$ cat config.mk
export PLATFORM = sky130hd
export DESIGN_NAME = dsc_station
export DESIGN_NICKNAME = d
export VERILOG_FILES = /design/src/include/dsc_pkg.sv /design/src/design/dsc_station.sv
export SDC_FILE = /design/constraint.sdc
export NUM_CORES = 1
export LEC_CHECK = 0
export BUFFER_PORTS_ARGS = -buffer_cell sky130_fd_sc_hd__buf_2
export CAP_MARGIN = 10
export CELL_PAD_IN_SITES_DETAIL_PLACEMENT = 0
export CELL_PAD_IN_SITES_GLOBAL_PLACEMENT = 1
export CORE_MARGIN = 8
export CORE_UTILIZATION = 39
export CTS_BUF_LIST = sky130_fd_sc_hd__clkbuf_4 sky130_fd_sc_hd__clkbuf_8 sky130_fd_sc_hd__clkbuf_16
export DETAILED_ROUTE_END_ITERATION = 7
export PLACE_DENSITY = 0.73
export SLEW_MARGIN = 10
export SYNTH_ARGS = -nofsm -noshare
export SYNTH_HDL_FRONTEND = slang
export SYNTH_SLANG_ARGS = --single-unit
$ cat constraint.sdc
create_clock -name CLK_SYS -period 1.83 [get_ports CLK_SYS]
set_input_delay 0.2745 -clock CLK_SYS [delete_from_list [all_inputs] [get_ports CLK_SYS]]
set_output_delay 0.2745 -clock CLK_SYS [all_outputs]
set_load 0.02 [all_outputs]
$ cat src/include/dsc_pkg.sv
// shared constants and types of the demand-station control block
package dsc_pkg;

    localparam int UNITS     = 10;
    localparam int UNIT_W    = 4;
    localparam int LINES     = 9;
    localparam int LS_LINES  = 12;
    localparam int HS_LINES  = 4;
    localparam int ADDR_W    = 8;
    localparam int DATA_W    = 32;

    // register byte addresses
    localparam logic [ADDR_W-1:0] OFS_TEST_READY = 8'h00;
    localparam logic [ADDR_W-1:0] OFS_DEMAND_IN  = 8'h04;
    localparam logic [ADDR_W-1:0] OFS_LINE_SET   = 8'h08;
    localparam logic [ADDR_W-1:0] OFS_STATUS     = 8'h0C;
    localparam logic [ADDR_W-1:0] OFS_TEST_COND  = 8'h10;
    localparam logic [ADDR_W-1:0] OFS_HANDOFF    = 8'h14;

    // write fields: three v-section characters and a unit number
    localparam int CHAR_W    = 8;
    localparam int CHAR_LOW  = 3;
    localparam int UNIT_LSB  = 24;
    localparam int COND_SEL_W = 2;

    // status fields
    localparam int ST_ON_DEMAND = 0;
    localparam int ST_UNIT_LSB  = 1;
    localparam int ST_NOT_READY = 5;
    localparam int ST_SPECIAL   = 6;
    localparam int ST_PROBE     = 7;
    localparam int ST_COND_LSB  = 8;
    localparam int ST_READY_LSB = 16;

    localparam logic [DATA_W-1:0] ZERO_WORD = 32'h0000_0000;

    // four-bit tape commands carried on lines a..d of the outgoing set
    localparam logic [3:0] TAPE_READ_FWD    = 4'h1;
    localparam logic [3:0] TAPE_SEARCH_EQ   = 4'h2;
    localparam logic [3:0] TAPE_SEARCH_GE   = 4'h3;
    localparam logic [3:0] TAPE_WIND        = 4'h4;
    localparam logic [3:0] TAPE_WRITE       = 4'h6;
    localparam logic [3:0] TAPE_WRITE_CHK   = 4'h7;
    localparam logic [3:0] TAPE_BUF_TO_TRK  = 4'h8;
    localparam logic [3:0] TAPE_READ_BWD    = 4'h9;
    localparam logic [3:0] TAPE_SEARCH_BEQ  = 4'hA;
    localparam logic [3:0] TAPE_SEARCH_BLE  = 4'hB;
    localparam logic [3:0] TAPE_REWIND      = 4'hC;
    localparam logic [3:0] TAPE_REWIND_LOCK = 4'hD;
    localparam logic [3:0] TAPE_TRK_TO_BUF  = 4'hF;

    typedef struct packed {
        logic [UNITS-1:0]    ready;
        logic [UNITS-1:0]    dtest;
        logic [UNITS-1:0]    dmd;
        logic [LS_LINES-1:0] ls;
        logic [HS_LINES-1:0] hs;
    } dsc_pins_t;

endpackage

$ cat src/design/dsc_station.sv
// demand-station control: ready test, demand, outgoing lines, condition storage
//
// Function
// (RULE1) low nine v bits drive lines a..i
// (RULE2) any character with right low bits works
// (RULE3) tape uses only lines a..d as code
// (RULE4) tape forward and track-to-buffer command codes
// (RULE5) tape backward, rewind and buffer-to-track codes
// (RULE6) low-speed lines live only while on demand
// (RULE7) low-speed lines steer program only via wiring
// (RULE8) peripheral reports conditions on lines w..z
// (RULE9) condition found: special-out exit, latch lines
// (RULE10) hold condition code, probe each line singly
// (RULE11) peripheral ready only when idle, error free
// (RULE12) ready test branches v if ready, else w
// (RULE13) test pulse gives ready or not-ready pulse
// (RULE14) ten units with test, ready, not-ready pins
// (RULE15) demand-in puts selected unit alone on demand
// (RULE16) track references allowed only while on demand
// (RULE17) demand-ground asserted while unit on demand
// (RULE18) demand-in pulse gives one out pulse
// (RULE19) lines reach only on-demand ready unit
// (RULE20) demand holds until i/o instruction or replaced
// (RULE21) use three low bits of each character
// (RULE22) new demand clears stale condition latch
//
// Added by the designer: the plain strobed port and the register addresses.
`timescale 1ns/1ps
module dsc_station (
    // clock, reset, enable
    input  wire logic                           CLK_SYS,
    input  wire logic                           RST_B,
    input  wire logic                           CE,
    // register port
    input  wire logic [dsc_pkg::ADDR_W-1:0]     ADDR,
    input  wire logic [dsc_pkg::DATA_W-1:0]     WDATA,
    input  wire logic                           WR,
    input  wire logic                           RD,
    output logic      [dsc_pkg::DATA_W-1:0]     RDATA,
    // unit pins in
    input  wire logic [dsc_pkg::UNITS-1:0]      UNIT_READY,
    input  wire logic [dsc_pkg::UNITS-1:0]      DEMAND_TEST_IN,
    input  wire logic [dsc_pkg::UNITS-1:0]      DEMAND_IN,
    input  wire logic [dsc_pkg::LS_LINES-1:0]   LS_LINE_IN,
    input  wire logic [dsc_pkg::HS_LINES-1:0]   HS_LINE_IN,
    // continuation pulses
    output logic      [dsc_pkg::UNITS-1:0]      READY_OUT,
    output logic      [dsc_pkg::UNITS-1:0]      NOT_READY_OUT,
    output logic      [dsc_pkg::UNITS-1:0]      DEMAND_OUT,
    output logic      [dsc_pkg::UNITS-1:0]      SPECIAL_OUT,
    // demand levels
    output logic      [dsc_pkg::UNITS-1:0]      DEMAND_GND,
    output logic      [dsc_pkg::UNITS-1:0]      TRACK_REF_EN,
    output logic      [dsc_pkg::LS_LINES-1:0]   LS_SELECT,
    // outgoing lines
    output logic      [dsc_pkg::LINES-1:0]      OUT_LINE,
    output logic      [dsc_pkg::UNITS-1:0]      OUT_UNIT,
    output logic                                HANDOFF_PULSE
);
    import dsc_pkg::*;

    ////////////////////////////////////////////////////////////////////////////
    // helpers

    function automatic logic [LINES-1:0] v_pattern(input logic [DATA_W-1:0] w);
        v_pattern = {w[2*CHAR_W +: CHAR_LOW], w[CHAR_W +: CHAR_LOW],
                     w[0 +: CHAR_LOW]}; // RULE21 RULE2
    endfunction

    function automatic logic [UNITS-1:0] one_hot(input logic [UNIT_W-1:0] u);
        one_hot = '0;
        for (int i = 0; i < UNITS; i++) begin
            if (u == UNIT_W'(i)) begin
                one_hot[i] = 1'b1;
            end
        end
    endfunction

    function automatic logic [UNIT_W-1:0] lowest(input logic [UNITS-1:0] v);
        lowest = '0;
        for (int i = UNITS - 1; i >= 0; i--) begin
            if (v[i]) begin
                lowest = UNIT_W'(i);
            end
        end
    endfunction

    ////////////////////////////////////////////////////////////////////////////
    // pin synchronisers: three stages, a change counts when stages two and three agree

    dsc_pins_t pins_raw;
    dsc_pins_t sync1;
    dsc_pins_t sync2;
    dsc_pins_t sync3;
    dsc_pins_t pins;
    dsc_pins_t pins_d;

    assign pins_raw = '{ready: UNIT_READY, dtest: DEMAND_TEST_IN, dmd: DEMAND_IN,
                        ls: LS_LINE_IN, hs: HS_LINE_IN};

    always_ff @(posedge CLK_SYS) begin
        if (!RST_B) begin
            sync1  <= '0;
            sync2  <= '0;
            sync3  <= '0;
            pins   <= '0;
            pins_d <= '0;
        end else if (CE) begin
            sync1  <= pins_raw;
            sync2  <= sync1;
            sync3  <= sync2;
            pins   <= (sync2 & sync3) | (pins & (sync2 | sync3));
            pins_d <= pins;
        end
    end

    logic [UNITS-1:0] test_rise;
    logic [UNITS-1:0] dmd_rise;
    assign test_rise = pins.dtest & ~pins_d.dtest;
    assign dmd_rise  = pins.dmd & ~pins_d.dmd;

    ////////////////////////////////////////////////////////////////////////////
    // register decode

    logic wr_test;
    logic wr_demand;
    logic wr_lines;
    logic wr_cond;
    logic wr_handoff;
    logic [UNIT_W-1:0] wr_unit;
    logic wr_unit_ok;

    assign wr_test    = WR && ADDR == OFS_TEST_READY;
    assign wr_demand  = WR && ADDR == OFS_DEMAND_IN;
    assign wr_lines   = WR && ADDR == OFS_LINE_SET;
    assign wr_cond    = WR && ADDR == OFS_TEST_COND;
    assign wr_handoff = WR && ADDR == OFS_HANDOFF;
    assign wr_unit    = WDATA[UNIT_LSB +: UNIT_W];
    assign wr_unit_ok = wr_unit < UNIT_W'(UNITS);

    ////////////////////////////////////////////////////////////////////////////
    // demand state: one unit at most, pin demand takes the cycle over a register one

    logic                on_demand;
    logic [UNIT_W-1:0]   dmd_unit;
    logic [HS_LINES-1:0] cond;
    logic                special;
    logic                new_demand;
    logic [UNIT_W-1:0]   next_unit;

    assign new_demand = (|dmd_rise) || (wr_demand && wr_unit_ok);
    assign next_unit  = (|dmd_rise) ? lowest(dmd_rise) : wr_unit;

    always_ff @(posedge CLK_SYS) begin
        if (!RST_B) begin
            on_demand <= 1'b0;
            dmd_unit  <= '0;
        end else if (CE) begin
            if (new_demand) begin
                on_demand <= 1'b1; // RULE15 RULE20
                dmd_unit  <= next_unit;
            end else if (wr_lines) begin
                on_demand <= 1'b0; // RULE20
            end
        end
    end

    // condition latch: replaced on each new demand so stale codes never carry over
    always_ff @(posedge CLK_SYS) begin
        if (!RST_B) begin
            cond    <= '0;
            special <= 1'b0;
        end else if (CE) begin
            if (new_demand) begin
                cond    <= pins.hs; // RULE9 RULE22 RULE8
                special <= |pins.hs; // RULE9
            end
        end
    end

    ////////////////////////////////////////////////////////////////////////////
    // continuation pulses for the wired path

    always_ff @(posedge CLK_SYS) begin
        if (!RST_B) begin
            READY_OUT     <= '0;
            NOT_READY_OUT <= '0;
            DEMAND_OUT    <= '0;
            SPECIAL_OUT   <= '0;
        end else if (CE) begin
            READY_OUT     <= test_rise & pins.ready; // RULE13 RULE14
            NOT_READY_OUT <= test_rise & ~pins.ready; // RULE13
            DEMAND_OUT    <= '0;
            SPECIAL_OUT   <= '0;
            if (|dmd_rise) begin
                if (|pins.hs) begin
                    SPECIAL_OUT <= one_hot(next_unit); // RULE18 RULE9
                end else begin
                    DEMAND_OUT  <= one_hot(next_unit); // RULE18
                end
            end
        end
    end

    ////////////////////////////////////////////////////////////////////////////
    // demand levels and low-speed selector lines

    logic [UNITS-1:0] dmd_hot;
    assign dmd_hot = on_demand ? one_hot(dmd_unit) : '0;

    always_ff @(posedge CLK_SYS) begin
        if (!RST_B) begin
            DEMAND_GND   <= '0;
            TRACK_REF_EN <= '0;
            LS_SELECT    <= '0;
        end else if (CE) begin
            DEMAND_GND   <= dmd_hot; // RULE17
            TRACK_REF_EN <= dmd_hot; // RULE16
            LS_SELECT    <= on_demand ? pins.ls : '0; // RULE6 RULE7
        end
    end

    ////////////////////////////////////////////////////////////////////////////
    // outgoing lines: one-cycle pattern toward the on-demand ready unit

    logic [UNITS-1:0] line_target;
    assign line_target = dmd_hot & pins.ready;

    always_ff @(posedge CLK_SYS) begin
        if (!RST_B) begin
            OUT_LINE <= '0;
            OUT_UNIT <= '0;
        end else if (CE) begin
            OUT_LINE <= '0;
            OUT_UNIT <= '0;
            if (wr_lines && |line_target) begin
                OUT_LINE <= v_pattern(WDATA); // RULE1 RULE3
                OUT_UNIT <= line_target; // RULE19
            end
        end
    end

    // wired-path handoff pulse for programs that act on low-speed lines
    always_ff @(posedge CLK_SYS) begin
        if (!RST_B) begin
            HANDOFF_PULSE <= 1'b0;
        end else if (CE) begin
            HANDOFF_PULSE <= wr_handoff; // RULE7
        end
    end

    ////////////////////////////////////////////////////////////////////////////
    // instruction results: ready-test branch and condition probe

    logic not_ready;
    logic probe;

    always_ff @(posedge CLK_SYS) begin
        if (!RST_B) begin
            not_ready <= 1'b0;
            probe     <= 1'b0;
        end else if (CE) begin
            if (wr_test && wr_unit_ok) begin
                not_ready <= ~pins.ready[wr_unit]; // RULE12
            end
            if (wr_cond) begin
                probe <= cond[WDATA[COND_SEL_W-1:0]]; // RULE10
            end
        end
    end

    ////////////////////////////////////////////////////////////////////////////
    // read port: data in the cycle after the strobe, zero elsewhere

    logic [DATA_W-1:0] status;

    always_comb begin
        status                                 = ZERO_WORD;
        status[ST_ON_DEMAND]                   = on_demand;
        status[ST_UNIT_LSB +: UNIT_W]          = dmd_unit;
        status[ST_NOT_READY]                   = not_ready;
        status[ST_SPECIAL]                     = special;
        status[ST_PROBE]                       = probe;
        status[ST_COND_LSB +: HS_LINES]        = cond;
        status[ST_READY_LSB +: UNITS]          = pins.ready;
    end

    always_ff @(posedge CLK_SYS) begin
        if (!RST_B) begin
            RDATA <= ZERO_WORD;
        end else if (CE) begin
            RDATA <= (RD && ADDR == OFS_STATUS) ? status : ZERO_WORD;
        end
    end

endmodule

==> flow_summary.yaml <==
cells_and_area:
  multi_input_area_mm2: 0.00636
  utilization_pct: 48.6
  final-seq-area_mm2: 0.00641
  final_nets: 1624
  nFillCells: 3212
  fin_area_mm2: 0.0163
  area_growth_pct: 23.2
  drive_gt1_share_pct: 22.2
  layout_common_cells: "dfxtp_1 (320), nor2b_1 (200), buf_2 (183), mux2i_1 (158), nand2_1 (113)"
  layout_commonest_cell: "dfxtp_1"
  stdcell_count: 2008
placed_design:
  dp_slack_ns: -0.233
  placed_area_mm2: 0.0148
  port_buffers: 185
  hpwl_mm: 23.1
  dpl.cell_count: 1930
  place_congestion: 0.797
timing:
  hold_viol_final: 0
  holdWs_ns: 0.0191
  setup_ws_ns: 0.0696
  final-setup-viol-count: 0
  period_minus_slack_ns: 1.76
  worst_slew_pin_slew_ns: 0.507
  slew_headroom_pct: 66.2
  period_share_pct: 96.2
  setup_tns_ns: 0
  fmax_mhz: 568
  finClkSkew_ns: 0.0138
  final_max_slew_viol_count: 0
clock_tree:
  cts_buffer_depth: 3
  clock_latency_ns: 0.52
  root_buffer: "clkbuf_16"
  path_clk_slew_ns: 0.06
  cts_made_buffers: 37
  cts_setup_buffers: 0
  cts_tree: "yes"
  cts_sinks: 320
  cts_max_level: 2
global_routing:
  grt_pass1_vias: 9592
  grt-ovfl-total: 0
  antenna_found_initial: 12
  grtUsageTotal_pct: 16.4
  grt_max_degree: 149
  grt_pass1_wl_mm: 53.3
setup_path:
  path_cells: "nand2b_1, nand4_4, or4_4, o31a_1, o41ai_2"
  cpPeakStageDelay_ns: 0.45
  crit_type: "reg -> reg"
  cp_max_fo: 4
  cp.arrival_ns: 2.18
  critPathLaunch: "pins_d[20]$_SDFFE_PN0P_"
  regToRegStartpoint: "pins_d[20]$_SDFFE_PN0P_"
  crit_required_ns: 2.25
  setup.worst_path.start_class: "flip-flop"
  crit_slowest_cell: "or4_4"
  crit_path_end_kind: "flip-flop"
synth:
  synth-edff-count: 0
  synth_cell_types: 60
  netlist_top_cells_area: "dfxtp_1 (49%), mux2i_1 (12%), nor2b_1 (9.5%)"
  synth_largest_area_cell: "dfxtp_1"
  ys_dominant_reg_cell: "dfxtp_1"
  synth.avg_cell_area_um2: 9.91
  synthCells: 1332
  synth-async-reset-ratio_pct: 0
  synth_top_area_share_pct: 48.5
  ys_ff_latch: 320
  yosys_warnings: 0
  synth_area_mm2: 0.0132
  synth-seq-area-share_pct: 48.5
pwr:
  power.density_mw_per_mm2: 939
  p_total_mw: 15.3
  ir_drop_mv: 0.733
  p_leak_nw: 6.90
detailed_routing:
  ant_nets: 0
  firstDrtPassIters: 5
  drtIter0Drc: 559
  met1_length_mm: 16.7
  dr_wl_met3_mm: 2.59
  post-route-drc-count: 0
  vias: 9973
  avgViaCountPerCell: 4.97
  routed.top_layer: "met5"
  wl_per_cell_um: 17.0
  dr_wl_met2_mm: 14.0
  routed_wl_mm: 34.1
die:
  initial_core_util_pct: 39.5
  io_pins: 215
  coreArea_mm2: 0.0334
  fp.dieW_um: 200
  die_y_um: 200
  num_rows: 67
  design.die.area_mm2: 0.0400
hold_path:
  worstHoldStart: "LS_LINE_IN[3]"
  holdCritPathClass: "in -> reg"
run_status:
  status: "finished, final reports clean"
job:
  drv_cap: 0
==> layout make-up <==
class / count / share of cell area (%)
Antenna cell: 4 / 0.0615
Clock buffer: 54 / 6.85
Clock inverter: 8 / 0.615
Inverter: 6 / 0.154
Multi-Input combinational cell: 904 / 39.1
Sequential cell: 320 / 39.4
Tap cell: 448 / 3.45
Timing Repair Buffer: 264 / 10.4
==> critical path, delay by kind of cell, from the launching register on <==
kind / cells / cell delay (ns)
DFF: 1 / 0.32
AOI/OAI and AO/OA: 2 / 0.55
and+or+nand+nor: 3 / 0.82
==> cells in the mapped netlist (3+ instances only) <==
master,instances
nand4_1,6
nor3_1,15
a21oi_1,10
or4_1,3
dfxtp_1,320
and2_1,8
nor2_1,14
mux2i_1,158
o41ai_1,3
a22oi_1,12
a21o_1,41
a41oi_1,3
nor2b_1,201
inv_1,5
mux4_2,4
nand2b_1,13
o21a_1,15
a32o_1,19
nand3_1,38
buf_1,7
o21ai_0,70
nand4b_1,10
nand2_1,113
nand3b_1,3
buf_2,24
a21boi_0,86
buf_4,20
nor4b_1,11
clkbuf_1,58
==> power breakdown <==
group	internal (mW)	total [mW]	switching (mW)
clock	4.50	7.30	2.80
sequential	7.08	7.16	0.0769
combinational	0.387	0.822	0.435
total	12.0	15.3	3.31
==> cells by family (layout without fill, tap and decap cells) <==
| family | count (synthesis) | after routing | share of synthesized area, % |
|---|---|---|---|
| AO/OA/AOI/OAI | 279 | 279 | 15.0 |
| buffers and inverters | 117 | 332 | 4.24 |
| flip-flops | 320 | 320 | 48.5 |
| multiplexers | 164 | 164 | 12.8 |
| other | 1 | 14 | 0.0284 |
| AND/OR/NAND/NOR | 451 | 451 | 19.4 |
==> worst paths after layout <==
check / to / slack, ns / cells past startpoint
worst min-delay path: sync1[7]$_SDFFE_PN0P_ / 0.02 / 3
worst max-delay path: SPECIAL_OUT[0]$_SDFFE_PN0P_ / 0.07 / 5
worst max register to register: SPECIAL_OUT[0]$_SDFFE_PN0P_ / 0.07 / 5
worst min register to register: DEMAND_OUT[7]$_SDFFE_PN0P_ / 0.46 / 1
==> sequential cells by signal (all words and copies together), names as in the netlist, 4 cells and up <==
name           count
NOT_READY_OUT     10
sync1             46
DEMAND_OUT        10
RDATA             22
cond               4
pins_d            20
OUT_LINE           9
pins              46
sync3             46
SPECIAL_OUT       10
TRACK_REF_EN      10
sync2             46
LS_SELECT         12
READY_OUT         10
OUT_UNIT          10
dmd_unit           4
==> layer usage <==
| layer | up-vias | global-route usage [%] |
|---|---|---|
| met5 | - | 0 |
| li1 | 5048 | - |
| met2 | 234 | 24.1 |
| met3 | 63 | 4.63 |
| met4 | 14 | 5.10 |
| met1 | 4614 | 23.1 |
==> repair_timing <==
item | in CTS | in global routing
endpoints found under the hold margin | 11 | 1
pin swaps | 0 | 1
resized for setup | 4 | 13
hold buffers | 11 | 1
setup endpoints to repair | 16 | 12
No activity file was read; power rests on OpenSTA's default activity.
